[config.mk]
export PLATFORM = sky130hd
export DESIGN_NAME = rfr_top
export DESIGN_NICKNAME = d
export VERILOG_FILES = /design/src/logic/rfr_pkg.sv /design/src/logic/rfr_top.sv
export SDC_FILE = /design/constraint.sdc
export NUM_CORES = 1
export LEC_CHECK = 0
export ABC_AREA = 1
export BUFFER_PORTS_ARGS = -buffer_cell sky130_fd_sc_hd__buf_2
export CORE_MARGIN = 4
export CORE_UTILIZATION = 45
export DETAILED_ROUTE_END_ITERATION = 12
export GPL_TIMING_DRIVEN = 0
export RECOVER_POWER = 100
export SYNTH_ARGS = -nofsm -noshare
export SYNTH_HDL_FRONTEND = slang
export SYNTH_SLANG_ARGS = --single-unit
[constraint.sdc]
create_clock -name i_core_clk -period 2.6 [get_ports i_core_clk]
set_input_delay 0.52 -clock i_core_clk [delete_from_list [all_inputs] [get_ports i_core_clk]]
set_output_delay 0.52 -clock i_core_clk [all_outputs]
set_load 0.005 [all_outputs]
[src/logic/rfr_pkg.sv]
// constants for the rail fault response select block
package rfr_pkg;
  // ----------------------------------------------------------------
  // register map
  // ----------------------------------------------------------------
  localparam logic [7:0] RESP_CTRL_ADDR = 8'hB3;
  localparam logic [7:0] RESP_CTRL_RESET = 8'h00;
  localparam logic [7:0] FAULT_STAT_ADDR = 8'hD3;
  localparam logic [7:0] FAULT_STAT_RESET = 8'h00;
  localparam logic [7:0] UNMAPPED_RDATA = 8'h00;

  // ----------------------------------------------------------------
  // fault sources, field layout and status positions
  // ----------------------------------------------------------------
  localparam int NUM_FAULTS = 4;
  localparam int FIELD_W = 2;
  // source order: driver ov, driver uv, core ov, core uv
  localparam int FLD_DRV_OV = 0;
  localparam int FLD_DRV_UV = 2;
  localparam int FLD_CORE_OV = 4;
  localparam int FLD_CORE_UV = 6;
  localparam int STAT_DRV_OV = 2;
  localparam int STAT_DRV_UV = 3;
  localparam int STAT_CORE_OV = 0;
  localparam int STAT_CORE_UV = 1;

  // ----------------------------------------------------------------
  // response codes
  // ----------------------------------------------------------------
  localparam logic [1:0] RESP_FLAG = 2'h0;
  localparam logic [1:0] RESP_HICCUP = 2'h1;
  localparam logic [1:0] RESP_LATCH = 2'h2;
  localparam logic [1:0] RESP_FLAG_ALT = 2'h3;

  // ----------------------------------------------------------------
  // timing
  // ----------------------------------------------------------------
  localparam longint CLK_HZ = 100000000;
  localparam longint HICCUP_DELAY_MS = 500;
  localparam longint HICCUP_CYCLES = (HICCUP_DELAY_MS * CLK_HZ) / 1000;
  localparam int HIC_CNT_W = 27;

  typedef enum logic [2:0] {
    HIC_IDLE = 3'h1,
    HIC_HOLD = 3'h2,
    HIC_COUNT = 3'h4
  } rfr_hic_type;
endpackage : rfr_pkg

[src/logic/rfr_top.sv]
// rail fault response select register and fault response logic
// Operation
// - response control register is one byte, read/write, reset to zero
// - global enable high uses register fields, low uses mode pin response
// - codes 00 and 11 only flag the fault; switching continues
// - code 01 stops switching, restarts fixed delay after fault clears
// - code 10 stops switching until switching or chip enable toggles
// - bits 1:0 drive driver rail overvoltage; sets status bit 2
// - bits 3:2 drive driver rail undervoltage; sets status bit 3
// - bits 5:4 drive core rail overvoltage; sets status bit 0
// - any fault sets its status bit and pulls fault flag low
// - bits 7:6 drive core rail undervoltage; sets status bit 1
module rfr_top #(
  parameter int HICCUP_CYCLES = int'(rfr_pkg::HICCUP_CYCLES)
) (
  input wire logic i_core_clk,
  input wire logic i_rst_b,
  input wire logic i_reg_wr,
  input wire logic [7:0] i_reg_addr,
  input wire logic [7:0] i_reg_wdata,
  output logic [7:0] o_reg_rdata,
  input wire logic i_resp_en,
  input wire logic [1:0] i_mode_pin_resp,
  input wire logic i_driver_rail_ov,
  input wire logic i_driver_rail_uv,
  input wire logic i_core_rail_ov,
  input wire logic i_core_rail_uv,
  input wire logic i_pwm_en,
  input wire logic i_chip_en,
  output logic o_pwm_stop,
  output logic o_fault_flag_n_out,
  output logic o_fault_flag_n_oe
);
  // ----------------------------------------------------------------
  // state
  // ----------------------------------------------------------------
  typedef struct packed {
    logic [7:0] ctrl;
    logic [7:0] stat;
    logic [7:0] rdata;
    logic latched;
    rfr_pkg::rfr_hic_type hic;
    logic [rfr_pkg::HIC_CNT_W-1:0] cnt;
  } rfr_state_type;

  rfr_state_type state_q;
  rfr_state_type state_d;

  logic [rfr_pkg::NUM_FAULTS-1:0] fault;
  logic [rfr_pkg::NUM_FAULTS-1:0] hic_fault;
  logic [rfr_pkg::NUM_FAULTS-1:0] latch_fault;
  logic [1:0] resp [rfr_pkg::NUM_FAULTS];
  logic [7:0] stat_set;
  logic [7:0] stat_next;
  logic [rfr_pkg::HIC_CNT_W-1:0] hic_load;

  assign hic_load = rfr_pkg::HIC_CNT_W'(HICCUP_CYCLES - 1);

  // ----------------------------------------------------------------
  // per-source response decode
  // ----------------------------------------------------------------
  always_comb begin
    fault = {i_core_rail_uv, i_core_rail_ov, i_driver_rail_uv, i_driver_rail_ov};
    resp[0] = state_q.ctrl[rfr_pkg::FLD_DRV_OV +: rfr_pkg::FIELD_W];
    resp[1] = state_q.ctrl[rfr_pkg::FLD_DRV_UV +: rfr_pkg::FIELD_W];
    resp[2] = state_q.ctrl[rfr_pkg::FLD_CORE_OV +: rfr_pkg::FIELD_W];
    resp[3] = state_q.ctrl[rfr_pkg::FLD_CORE_UV +: rfr_pkg::FIELD_W];
    stat_set = 8'h00;
    stat_set[rfr_pkg::STAT_DRV_OV] = fault[0];
    stat_set[rfr_pkg::STAT_DRV_UV] = fault[1];
    stat_set[rfr_pkg::STAT_CORE_OV] = fault[2];
    stat_set[rfr_pkg::STAT_CORE_UV] = fault[3];
  end

  // ----------------------------------------------------------------
  // per-source action
  // ----------------------------------------------------------------
  for (genvar g = 0; g < rfr_pkg::NUM_FAULTS; g++) begin : g_src
    rfr_src_decode #(
      .FIELD_W(rfr_pkg::FIELD_W)
    ) decode_u (
      .i_fault(fault[g]),
      .i_resp_en(i_resp_en),
      .i_field(resp[g]),
      .i_mode_pin_resp(i_mode_pin_resp),
      .o_hic(hic_fault[g]),
      .o_latch(latch_fault[g])
    );
  end

  // ----------------------------------------------------------------
  // status: write one to clear, sticky set
  // ----------------------------------------------------------------
  rfr_sticky_next #(
    .W(8)
  ) sticky_u (
    .i_q(state_q.stat),
    .i_clr_en(i_reg_wr && (i_reg_addr == rfr_pkg::FAULT_STAT_ADDR)),
    .i_clr_mask(i_reg_wdata),
    .i_set(stat_set),
    .o_d(stat_next)
  );

  // ----------------------------------------------------------------
  // next state
  // ----------------------------------------------------------------
  always_comb begin
    state_d = state_q;
    // register writes
    if (i_reg_wr && (i_reg_addr == rfr_pkg::RESP_CTRL_ADDR)) begin
      state_d.ctrl = i_reg_wdata;
    end
    state_d.stat = stat_next;
    // registered read data
    case (i_reg_addr)
      rfr_pkg::RESP_CTRL_ADDR: state_d.rdata = state_q.ctrl;
      rfr_pkg::FAULT_STAT_ADDR: state_d.rdata = state_q.stat;
      default: state_d.rdata = rfr_pkg::UNMAPPED_RDATA;
    endcase
    // latch-off, released only while an enable is low; a held fault re-latches
    if (!i_pwm_en || !i_chip_en) begin
      state_d.latched = 1'b0;
    end
    if (|latch_fault) begin
      state_d.latched = 1'b1;
    end
    // hiccup timer shared by all sources: the last fault to clear restarts it
    case (state_q.hic)
      rfr_pkg::HIC_IDLE: begin
        if (|hic_fault) begin
          state_d.hic = rfr_pkg::HIC_HOLD;
        end
      end
      rfr_pkg::HIC_HOLD: begin
        if (!(|hic_fault)) begin
          state_d.hic = rfr_pkg::HIC_COUNT;
          state_d.cnt = hic_load;
        end
      end
      rfr_pkg::HIC_COUNT: begin
        if (|hic_fault) begin
          state_d.hic = rfr_pkg::HIC_HOLD;
        end else if (state_q.cnt == '0) begin
          state_d.hic = rfr_pkg::HIC_IDLE;
        end else begin
          state_d.cnt = state_q.cnt - 1'b1;
        end
      end
      default: begin
        state_d.hic = rfr_pkg::HIC_IDLE;
      end
    endcase
  end

  always_ff @(posedge i_core_clk or negedge i_rst_b) begin
    if (!i_rst_b) begin
      state_q.ctrl <= rfr_pkg::RESP_CTRL_RESET;
      state_q.stat <= rfr_pkg::FAULT_STAT_RESET;
      state_q.rdata <= rfr_pkg::UNMAPPED_RDATA;
      state_q.latched <= 1'b0;
      state_q.hic <= rfr_pkg::HIC_IDLE;
      state_q.cnt <= '0;
    end else begin
      state_q <= state_d;
    end
  end

  // ----------------------------------------------------------------
  // outputs
  // ----------------------------------------------------------------
  assign o_reg_rdata = state_q.rdata;
  assign o_pwm_stop = state_q.latched || (state_q.hic != rfr_pkg::HIC_IDLE);
  assign o_fault_flag_n_out = 1'b0;
  assign o_fault_flag_n_oe = |state_q.stat;
endmodule : rfr_top

// ----------------------------------------------------------------
// one fault source: selected code and the action it asks for
// ----------------------------------------------------------------
module rfr_src_decode #(
  parameter int FIELD_W = rfr_pkg::FIELD_W
) (
  input wire logic i_fault,
  input wire logic i_resp_en,
  input wire logic [FIELD_W-1:0] i_field,
  input wire logic [FIELD_W-1:0] i_mode_pin_resp,
  output logic o_hic,
  output logic o_latch
);
  logic [FIELD_W-1:0] code;

  always_comb begin
    // mode pin takes over every source while the global enable is low
    code = i_resp_en ? i_field : i_mode_pin_resp;
    // codes 00 and 11 fall through to flag only
    o_hic = i_fault && (code == rfr_pkg::RESP_HICCUP);
    o_latch = i_fault && (code == rfr_pkg::RESP_LATCH);
  end
endmodule : rfr_src_decode

// ----------------------------------------------------------------
// sticky status next value
// ----------------------------------------------------------------
module rfr_sticky_next #(
  parameter int W = 8
) (
  input wire logic [W-1:0] i_q,
  input wire logic i_clr_en,
  input wire logic [W-1:0] i_clr_mask,
  input wire logic [W-1:0] i_set,
  output logic [W-1:0] o_d
);
  logic [W-1:0] kept;

  always_comb begin
    kept = i_clr_en ? (i_q & ~i_clr_mask) : i_q;
    // set wins over a clear in the same cycle, so no event is lost
    o_d = kept | i_set;
  end
endmodule : rfr_sticky_next

# ---- After elaboration in Yosys (flattened, before gate mapping)
# Index checks and enable logic that the tools add are counted.
dict set report word_totals {
  out_inout_bits 11
  reg_bits 55
}
dict set report classes {
  eq_ne 19
  bitwise 3
  n_reduce_logical 22
  add_sub_neg 1
  n_mux 16
}
# cell n
set op_table {}
lappend op_table {{$mux 27} 2}
lappend op_table {{$pmux 27 s2} 1}
lappend op_table {{$mux 30} 1}
lappend op_table {{$logic_not 27->1} 1}
lappend op_table {{$sub 27x1->27 const B} 1}
lappend op_table {{$eq 8x8->1 const B} 2}
lappend op_table {{$pmux 8 s2} 1}
lappend op_table {{$logic_and 1x1->1} 10}
lappend op_table {{$mux 3} 3}
lappend op_table {{$pmux 3 s3} 1}
lappend op_table {{$and 8x8->8} 1}
lappend op_table {{$eq 2x1->1 const B} 4}
lappend op_table {{$eq 2x2->1 const B} 4}
lappend op_table {{$mux 2} 4}
lappend op_table {{$mux 8} 1}
lappend op_table {{$ne 2x2->1 const B} 4}
lappend op_table {{$not 8->8} 1}
lappend op_table {{$or 8x4->8} 1}
lappend op_table {{$reduce_or 4->1} 2}
lappend op_table {{$reduce_or 8->1} 1}
lappend op_table {{$reduce_and 4->1} 1}
lappend op_table {{$reduce_bool 2->1} 2}
lappend op_table {{$eq 3x1->1 const B} 1}
lappend op_table {{$eq 3x2->1 const B} 1}
lappend op_table {{other kinds (7)} 10}

# ---- Longest topological paths before layout
# Gate-level depths: netlist of run 1.
dict set report depth {
  depth_word 6
  ltp_mapped 14
  mapped_depth_nobuf 13
}

# ---- Cells and area by module
# A second synthesis of run 1 with hierarchy kept.
dict set report hier_totals {
  hier_cells 484
  hier_area_um2 3420.8
}
# mod n_inst cells_per_inst area_each_um2 seq_area_each_um2
set modules_own_cells {}
lappend modules_own_cells {rfr_top 1 391 3030.4 1377.6}
lappend modules_own_cells {rfr_src_decode 4 15 66.3 0.0}
lappend modules_own_cells {rfr_sticky_next 1 33 125.1 0.0}

# ---- Least setup slack after synthesis of run 1
# No wires, ideal clock.
dict set report synth_path {
  kind {in2reg}
  startpoint {input i_resp_en}
  endpoint {register state_q[15] in the netlist's numbering}
  setup_time_ns 0.117
  cell_stages 13
  path_buffers 2
  path_slack_ns 0.948
  arrival_ns 1.535
  path_cell_list {buf_6 > inv_4 > nand2_4 > and2_4 > nor2_2 > nor2_2 > nand2_2 > clkinv_4 > nand2_8 > inv_2 > buf_6 > nand2_1 > nand2_1}
}
dict set report synth_via {
  elab_chain_len 6
  elab_cells_between_ends 16
  cone_classes {eq/ne: 6; mux: 4; reduce/logical: 6}
}
# element line
set synth_lines {}
lappend synth_lines {{start: declaration} rfr_top.sv:22} ;# input wire logic i_resp_en,
lappend synth_lines {{$mux 2} rfr_top.sv:194} ;# code = i_resp_en ? i_field : i_mode_pin_resp;
lappend synth_lines {{$eq 2x1->1} rfr_top.sv:196} ;# o_hic = i_fault && (code == rfr_pkg::RESP_HICCUP);
lappend synth_lines {{$logic_and 1x1->1} rfr_top.sv:196}
lappend synth_lines {{$reduce_or 4->1 *} {rfr_top.sv:135, rfr_top.sv:141}}
lappend synth_lines {{$ne 2x2->1 (no source line)} --}
lappend synth_lines {{$reduce_and 4->1 (no source line) *} --}
lappend synth_lines {{end signal: assignment} rfr_top.sv:164} ;# state_q <= state_d;
lappend synth_lines {{end: declaration} rfr_top.sv:46} ;# rfr_state_type state_q;
# Every way passes the cells marked *; elsewhere a longest branch is shown, timed or not.
# A chain may end at the register's enable or synchronous reset.

# ---- Final worst setup path of run 1
dict set report layout_path {
  startpoint {register state_q[27] in the netlist's numbering}
  endpoint {output o_pwm_stop}
}
dict set report layout_via {
  elab_chain_len 2
}
# element line
set layout_lines {}
lappend layout_lines {{$ne 3x1->1} rfr_top.sv:172} ;# assign o_pwm_stop = state_q.latched || (state_q.hic != rfr_pkg::HIC_IDLE);
lappend layout_lines {{$logic_or 1x1->1} rfr_top.sv:172}
lappend layout_lines {{end: declaration} rfr_top.sv:30} ;# output logic o_pwm_stop,
# No other way between the ends.

==> results of run 1 <==
-- sequential cells by signal, summed over array words and instances (netlist names) --
| register | flops |
|---|---|
| resp | 8 |
| state_q | 39 |
| o_reg_rdata | 8 |
-- synthesized netlist by cell type --
cell type,number,area share
inv_1,52,0.058
dfstp_2,1,0.0079
buf_4,10,0.022
o31ai_1,1,0.0022
clkinv_1,1,0.0011
o21ai_0,18,0.027
mux2_2,4,0.013
o21ai_1,18,0.027
xor2_1,3,0.0079
nand2_4,3,0.010
nand3b_1,1,0.0022
buf_6,5,0.017
nor2_1,58,0.065
dfrtp_1,54,0.40
a31oi_1,1,0.0019
xnor2_1,2,0.0052
clkbuf_1,2,0.0022
conb_1,1,0.0011
nor3b_1,1,0.0022
nor3_2,1,0.0030
clkinv_4,1,0.0026
a21oi_1,7,0.010
o21bai_1,4,0.0090
o22ai_1,1,0.0019
nand3_1,35,0.052
or2_2,6,0.011
nor3_1,6,0.0090
clkinv_2,1,0.0015
nor2_2,7,0.013
nand2_2,6,0.011
inv_2,2,0.0022
and2_4,1,0.0026
buf_2,1,0.0015
nor4_1,2,0.0037
nand2_8,1,0.0060
nand2_1,148,0.17
ha_1,1,0.0037
inv_4,1,0.0019
nand4_1,5,0.0093
-- report_power, final --
| part | switching [mW] | internal, mW |
|---|---|---|
| Combinational | 0.714 | 0.408 |
| Clock | 0.344 | 0.206 |
| Sequential | 0.213 | 1.04 |
| Total | 1.27 | 1.66 |
-- worst reg2reg max path, cell delays in order (launching register included) --
cell	delay (ns)
dfrtp_1	0.38
inv_1	0.06
ha_1	0.26
nand2_1	0.16
clkinvlp_2	0.23
nand2_1	0.18
nor2_1	0.06
nand2_1	0.08
nand2_1	0.07
nand2_1	0.16
nand2_8	0.10
inv_1	0.10
buf_6	0.15
nand2_1	0.07
nand2_1	0.06
-- cell families after synthesis --
group                      share of synthesized area
buffers and inverters                          0.111
DFF                                            0.412
xor gates and xnor gates                      0.0131
adders and majority gates                    0.00374
other                                        0.00112
muxes                                         0.0135
and+or+nand+nor                                0.367
AOI/OAI and AO/OA                             0.0793
-- layout make-up --
cell class,count,area (sq um),share of cell area
Inverter,58,226,0.0608
Multi-Input combinational cell,342,1580,0.423
Sequential cell,55,1380,0.370
Buffer,18,143,0.0383
Timing Repair Buffer,36,178,0.0477
Tap cell,99,124,0.0333
Clock buffer,5,68.8,0.0185
Clock inverter,3,31.3,0.00840
-- stage by stage --
stage | area, sq um | power (mW) | hold slack [ns] | worst slack, ns | util
6_report | 3720 | 2.93 | 0.354 | 0.372 | 0.514
5_1_grt | 3720 | 3.20 | 0.339 | 0.180 | 0.514
3_5_place_dp | 3650 | 2.43 | 0.465 | 0.625 | 0.503
2_1_floorplan | 3350 | 2.11 | 0.224 | 0.948 | -
3_3_place_gp | 3650 | 2.40 | 0.467 | 0.616 | 0.503
4_1_cts | 3750 | 2.98 | 0.354 | 0.395 | 0.517
-- metal layers --
metal	wire length, um	vias to the layer above	global-route usage
met3	313	14	0.0433
li1	-	1559	-
met5	0	-	0
met1	3690	1370	0.248
met2	3990	53	0.349
met4	169	0	0.0590
-- final timing paths --
check / startpoint / endpoint / cells past startpoint
worst max-delay path: state_q[27] / o_pwm_stop / 5
worst max register to register: state_q[0] / state_q[19] / 14
min in group asynchronous: i_rst_b / state_q[45] / 1
worst min register to register: state_q[0] / state_q[0] / 1
max in group asynchronous: i_rst_b / resp[1] / 1
worst min-delay path: i_reg_wdata[4] / state_q[43] / 2
==> metrics.csv, run 1 <==
stage,metric,value,unit
timing,worst slew pin tran,1.40,ns
critical_path,"Req. time, crit path",2.08,ns
detailed_routing,"antenna viol nets, final",0,
detailed_routing,First-pass DRT Iterations,4,
clock_tree,CTS Buffer Depth,2,
clock_tree,CTS Hold Bufs,0,
critical_path,CP dominant cell by count,inv_1,
timing,Final Slew Violations,0,
cells_and_area,"most common cell after layout, fill and taps aside",nand2_1,
clock_tree,clock sinks,55,
critical_path,Buffers & Inverters on Critical Path,3,
timing,# setup viols final,0,
critical_path,CP Capture Type,output pin,
yosys,sequential fraction of the synthesis area,0.412,
critical_path,"Cell Chain, Critical Path","inv_1, nor3_1, inv_1, or2_2, buf_2",
floorplanning,Row Count,31,
critical_path,R2R setup slack,0.43,ns
yosys,"flops & latches, synth",55,
clock_tree,root buffer cell,clkbuf_8,
power_and_ir_drop,Leak,1.97,nW
yosys,Yosys cell types,39,
clock_tree,later-pin clock latency in the skew report,0.33,ns
status,run status,finished clean,
yosys,Mapped Cells,473,
critical_path,WP data arrival,1.71,ns
detailed_routing,DRT iter0 DRCs,109,
global_routing,initial antenna violation count,0,
yosys,Avg Inst Size Synth,7.08,sq um
timing,Final min period,2.23,ns
worst_hold_path,Hold Crit Class,input pin to register,
yosys,Mapped Nets,502,
placed_design,RePlAce Congestion,0.873,
clock_tree,H-tree Lvls,2,
cells_and_area,# diodes,0,
global_routing,grt ovf,0,
global_routing,vias in the first global route,2995,
cells_and_area,most frequent cells in the layout,"152 x nand2_1, 58 x nor2_1, 54 x inv_1, 54 x dfrtp_1, 35 x nand3_1",
cells_and_area,nets,545,
placed_design,dpl hpwl,6.17,mm
timing,fin crit share,0.857,
detailed_routing,drt drc,0,
floorplanning,die width,94.2,um
detailed_routing,DR vias,2996,
yosys,Yosys warning total,0,
timing,RSZ-0062 raised after global routing,false,
clock_tree,TritonCTS Buffers,5,
cells_and_area,Non-Filler Instances,616,
floorplanning,die area,8880,sq um
floorplanning,I/O pins,39,
critical_path,critical path class,register to output pin,
cells_and_area,fillcell total,746,
placed_design,dpl cells,608,
floorplanning,Starting Density,0.461,
detailed_routing,WL per Instance,13.2,um
power_and_ir_drop,VDD IR max,285,uV
timing,setup skew after layout,0.0130,ns
timing,Max transition margin,0.0671,
placed_design,Buffers on Ports,36,
floorplanning,CORE AREA,7250,sq um
detailed_routing,detailed-route wire length,8.16,mm
power_and_ir_drop,PwrDens,786,nW/um^2
detailed_routing,Vias/cell,4.86,
clock_tree,clock-pin slew on the worst setup and hold paths,0.12,ns
clock_tree,post-CTS sizing,0,
global_routing,largest net degree at the start of global routing,56,
critical_path,Startpoint Class,register,
yosys,Post-Synthesis Cell Area,3350,sq um
run,max_cap viols,0,
global_routing,gr usage total,0.201,
critical_path,max incr delay on CP,0.61,ns
critical_path,CP top delay family,flip-flops,
clock_tree,CTS tree,built,
global_routing,first-pass GRT wire length,13.9,mm
cells_and_area,share of cells above drive strength 1,0.161,
cells_and_area,Syn-to-layout area delta,11.3,%
clock_tree,post-CTS setup buffers,0,
floorplanning,chip height,94.2,um
timing,Final Hold Vio Count,0,
critical_path,Critical Path Fanout Max,6,
critical_path,slowest cell on the critical path,dfstp_1,
timing,highest clock rate,449,MHz
timing,final setup TNS,0,ns
(Power assumes the default switching activity.)
==> run 2: changes to the inputs <==
==> constraint.sdc (replaced) <==
create_clock -name i_core_clk -period 2.33 [get_ports i_core_clk]
set_input_delay 0.466 -clock i_core_clk [delete_from_list [all_inputs] [get_ports i_core_clk]]
set_output_delay 0.466 -clock i_core_clk [all_outputs]
set_load 0.005 [all_outputs]
==> metrics.csv, run 2 (same netlist as run 1, synthesis figures left out) <==
stage,metric,value,unit
timing,final setup TNS,0,ns
clock_tree,CTS Buffer Depth,2,
global_routing,grt ovf,0,
power_and_ir_drop,Leak,1.97,nW
detailed_routing,detailed-route wire length,8.16,mm
clock_tree,clock-pin slew on the worst setup and hold paths,0.12,ns
cells_and_area,share of cells above drive strength 1,0.170,
detailed_routing,"antenna viol nets, final",0,
cells_and_area,nets,545,
cells_and_area,Largest Register,state_q,
status,run status,finished clean,
cells_and_area,fillcell total,747,
timing,Final Slew Violations,0,
detailed_routing,First-pass DRT Iterations,4,
clock_tree,CTS tree,built,
timing,Final Hold Vio Count,0,
floorplanning,Row Count,31,
cells_and_area,# diodes,0,
critical_path,WP data arrival,1.66,ns
global_routing,first-pass GRT wire length,13.9,mm
floorplanning,Starting Density,0.461,
global_routing,vias in the first global route,2995,
detailed_routing,DR vias,2981,
timing,setup skew after layout,0.0116,ns
power_and_ir_drop,VDD IR max,330,uV
cells_and_area,FF+latch area,1380,sq um
critical_path,CP Capture Type,output pin,
clock_tree,H-tree Lvls,2,
detailed_routing,DRT iter0 DRCs,101,
detailed_routing,WL per Instance,13.2,um
power_and_ir_drop,PwrDens,877,nW/um^2
placed_design,Buffers on Ports,36,
cells_and_area,max FFs per register,39,
timing,Max transition margin,0.0649,
timing,RSZ-0062 raised after global routing,false,
floorplanning,die width,94.2,um
critical_path,Critical Path Fanout Max,6,
clock_tree,root buffer cell,clkbuf_8,
global_routing,largest net degree at the start of global routing,56,
placed_design,dpl hpwl,6.17,mm
cells_and_area,"most common cell after layout, fill and taps aside",nand2_1,
global_routing,initial antenna violation count,0,
critical_path,Startpoint Class,register,
floorplanning,die area,8880,sq um
run,max_cap viols,0,
clock_tree,later-pin clock latency in the skew report,0.32,ns
clock_tree,post-CTS sizing,0,
timing,fin crit share,0.915,
clock_tree,clock sinks,55,
detailed_routing,Vias/cell,4.84,
clock_tree,CTS Hold Bufs,0,
cells_and_area,multi-input logic area,1590,sq um
placed_design,RePlAce Congestion,0.873,
timing,worst slew pin tran,1.40,ns
critical_path,critical path class,register to output pin,
cells_and_area,Finished Core Util,0.513,
critical_path,"Req. time, crit path",1.86,ns
timing,Final min period,2.13,ns
floorplanning,I/O pins,39,
global_routing,gr usage total,0.201,
cells_and_area,most frequent cells in the layout,"149 x nand2_1, 58 x nor2_1, 54 x dfrtp_1",
clock_tree,TritonCTS Buffers,5,
worst_hold_path,Hold Crit Class,input pin to register,
floorplanning,chip height,94.2,um
floorplanning,CORE AREA,7250,sq um
clock_tree,post-CTS setup buffers,0,
timing,# setup viols final,0,
detailed_routing,drt drc,0,
cells_and_area,Syn-to-layout area delta,11.1,%
timing,highest clock rate,469,MHz
run 2: cell types whose count changed in the layout (fill, tap and decap cells not counted), sizes merged:
cell / delta
buf: -3
clkbuf: +3
clkinv: +1
clkinvlp: -1
run 2: critical path, stage by stage, from the launching register on:
cell	delay, ns
dfstp_2	0.59
inv_1	0.05
nor3_1	0.19
inv_1	0.11
or2_2	0.28
buf_2	0.13
run 2: worst paths after layout:
path,start,to,slack [ns],cells past startpoint
worst max-delay path,state_q[27],o_pwm_stop,0.20,5
worst min-delay path,i_reg_wdata[4],state_q[43],0.30,2
worst max register to register,state_q[0],state_q[26],0.30,13
worst min register to register,state_q[0],state_q[0],0.49,1
max in group asynchronous,i_rst_b,resp[1],1.04,1
min in group asynchronous,i_rst_b,state_q[45],0.45,1
run 2: report_power, final:
group / switching (mW) / total, mW / internal, mW / leakage [nW]
logic: 0.804 / 1.25 / 0.444 / 1.23
clock network: 0.382 / 0.612 / 0.230 / 0.0522
registers: 0.236 / 1.40 / 1.17 / 0.681
total: 1.42 / 3.26 / 1.84 / 1.97
run 2: metal layers:
metal | up-vias | part of all wire | global-route usage
met4 | 0 | 0.019 | 0.0590
met3 | 12 | 0.032 | 0.0433
met5 | - | 0 | 0
met2 | 44 | 0.49 | 0.349
met1 | 1366 | 0.46 | 0.248
li1 | 1559 | - | -
run 2: through the flow:
step | cell area (sq um) | setup WS [ns] | hold WS [ns] | total power, mW | cells
floorplan | 3350 | 0.689 | 0.170 | 2.36 | 473
global placement | 3650 | 0.346 | 0.467 | 2.67 | 608
detailed placement | 3650 | 0.355 | 0.465 | 2.71 | 608
CTS | 3750 | 0.179 | 0.300 | 3.32 | 616
global route | 3720 | 0.0441 | 0.285 | 3.57 | 616
finish | 3720 | 0.199 | 0.304 | 3.26 | 616
run 2: layout make-up:
class                           count  share of cell area
Tap cell                           99              0.0333
Clock buffer                        5              0.0185
Clock inverter                      3             0.00841
Sequential cell                    55               0.370
Multi-Input combinational cell    342               0.427
Inverter                           58              0.0609
Buffer                             18              0.0333
Timing Repair Buffer               36              0.0478
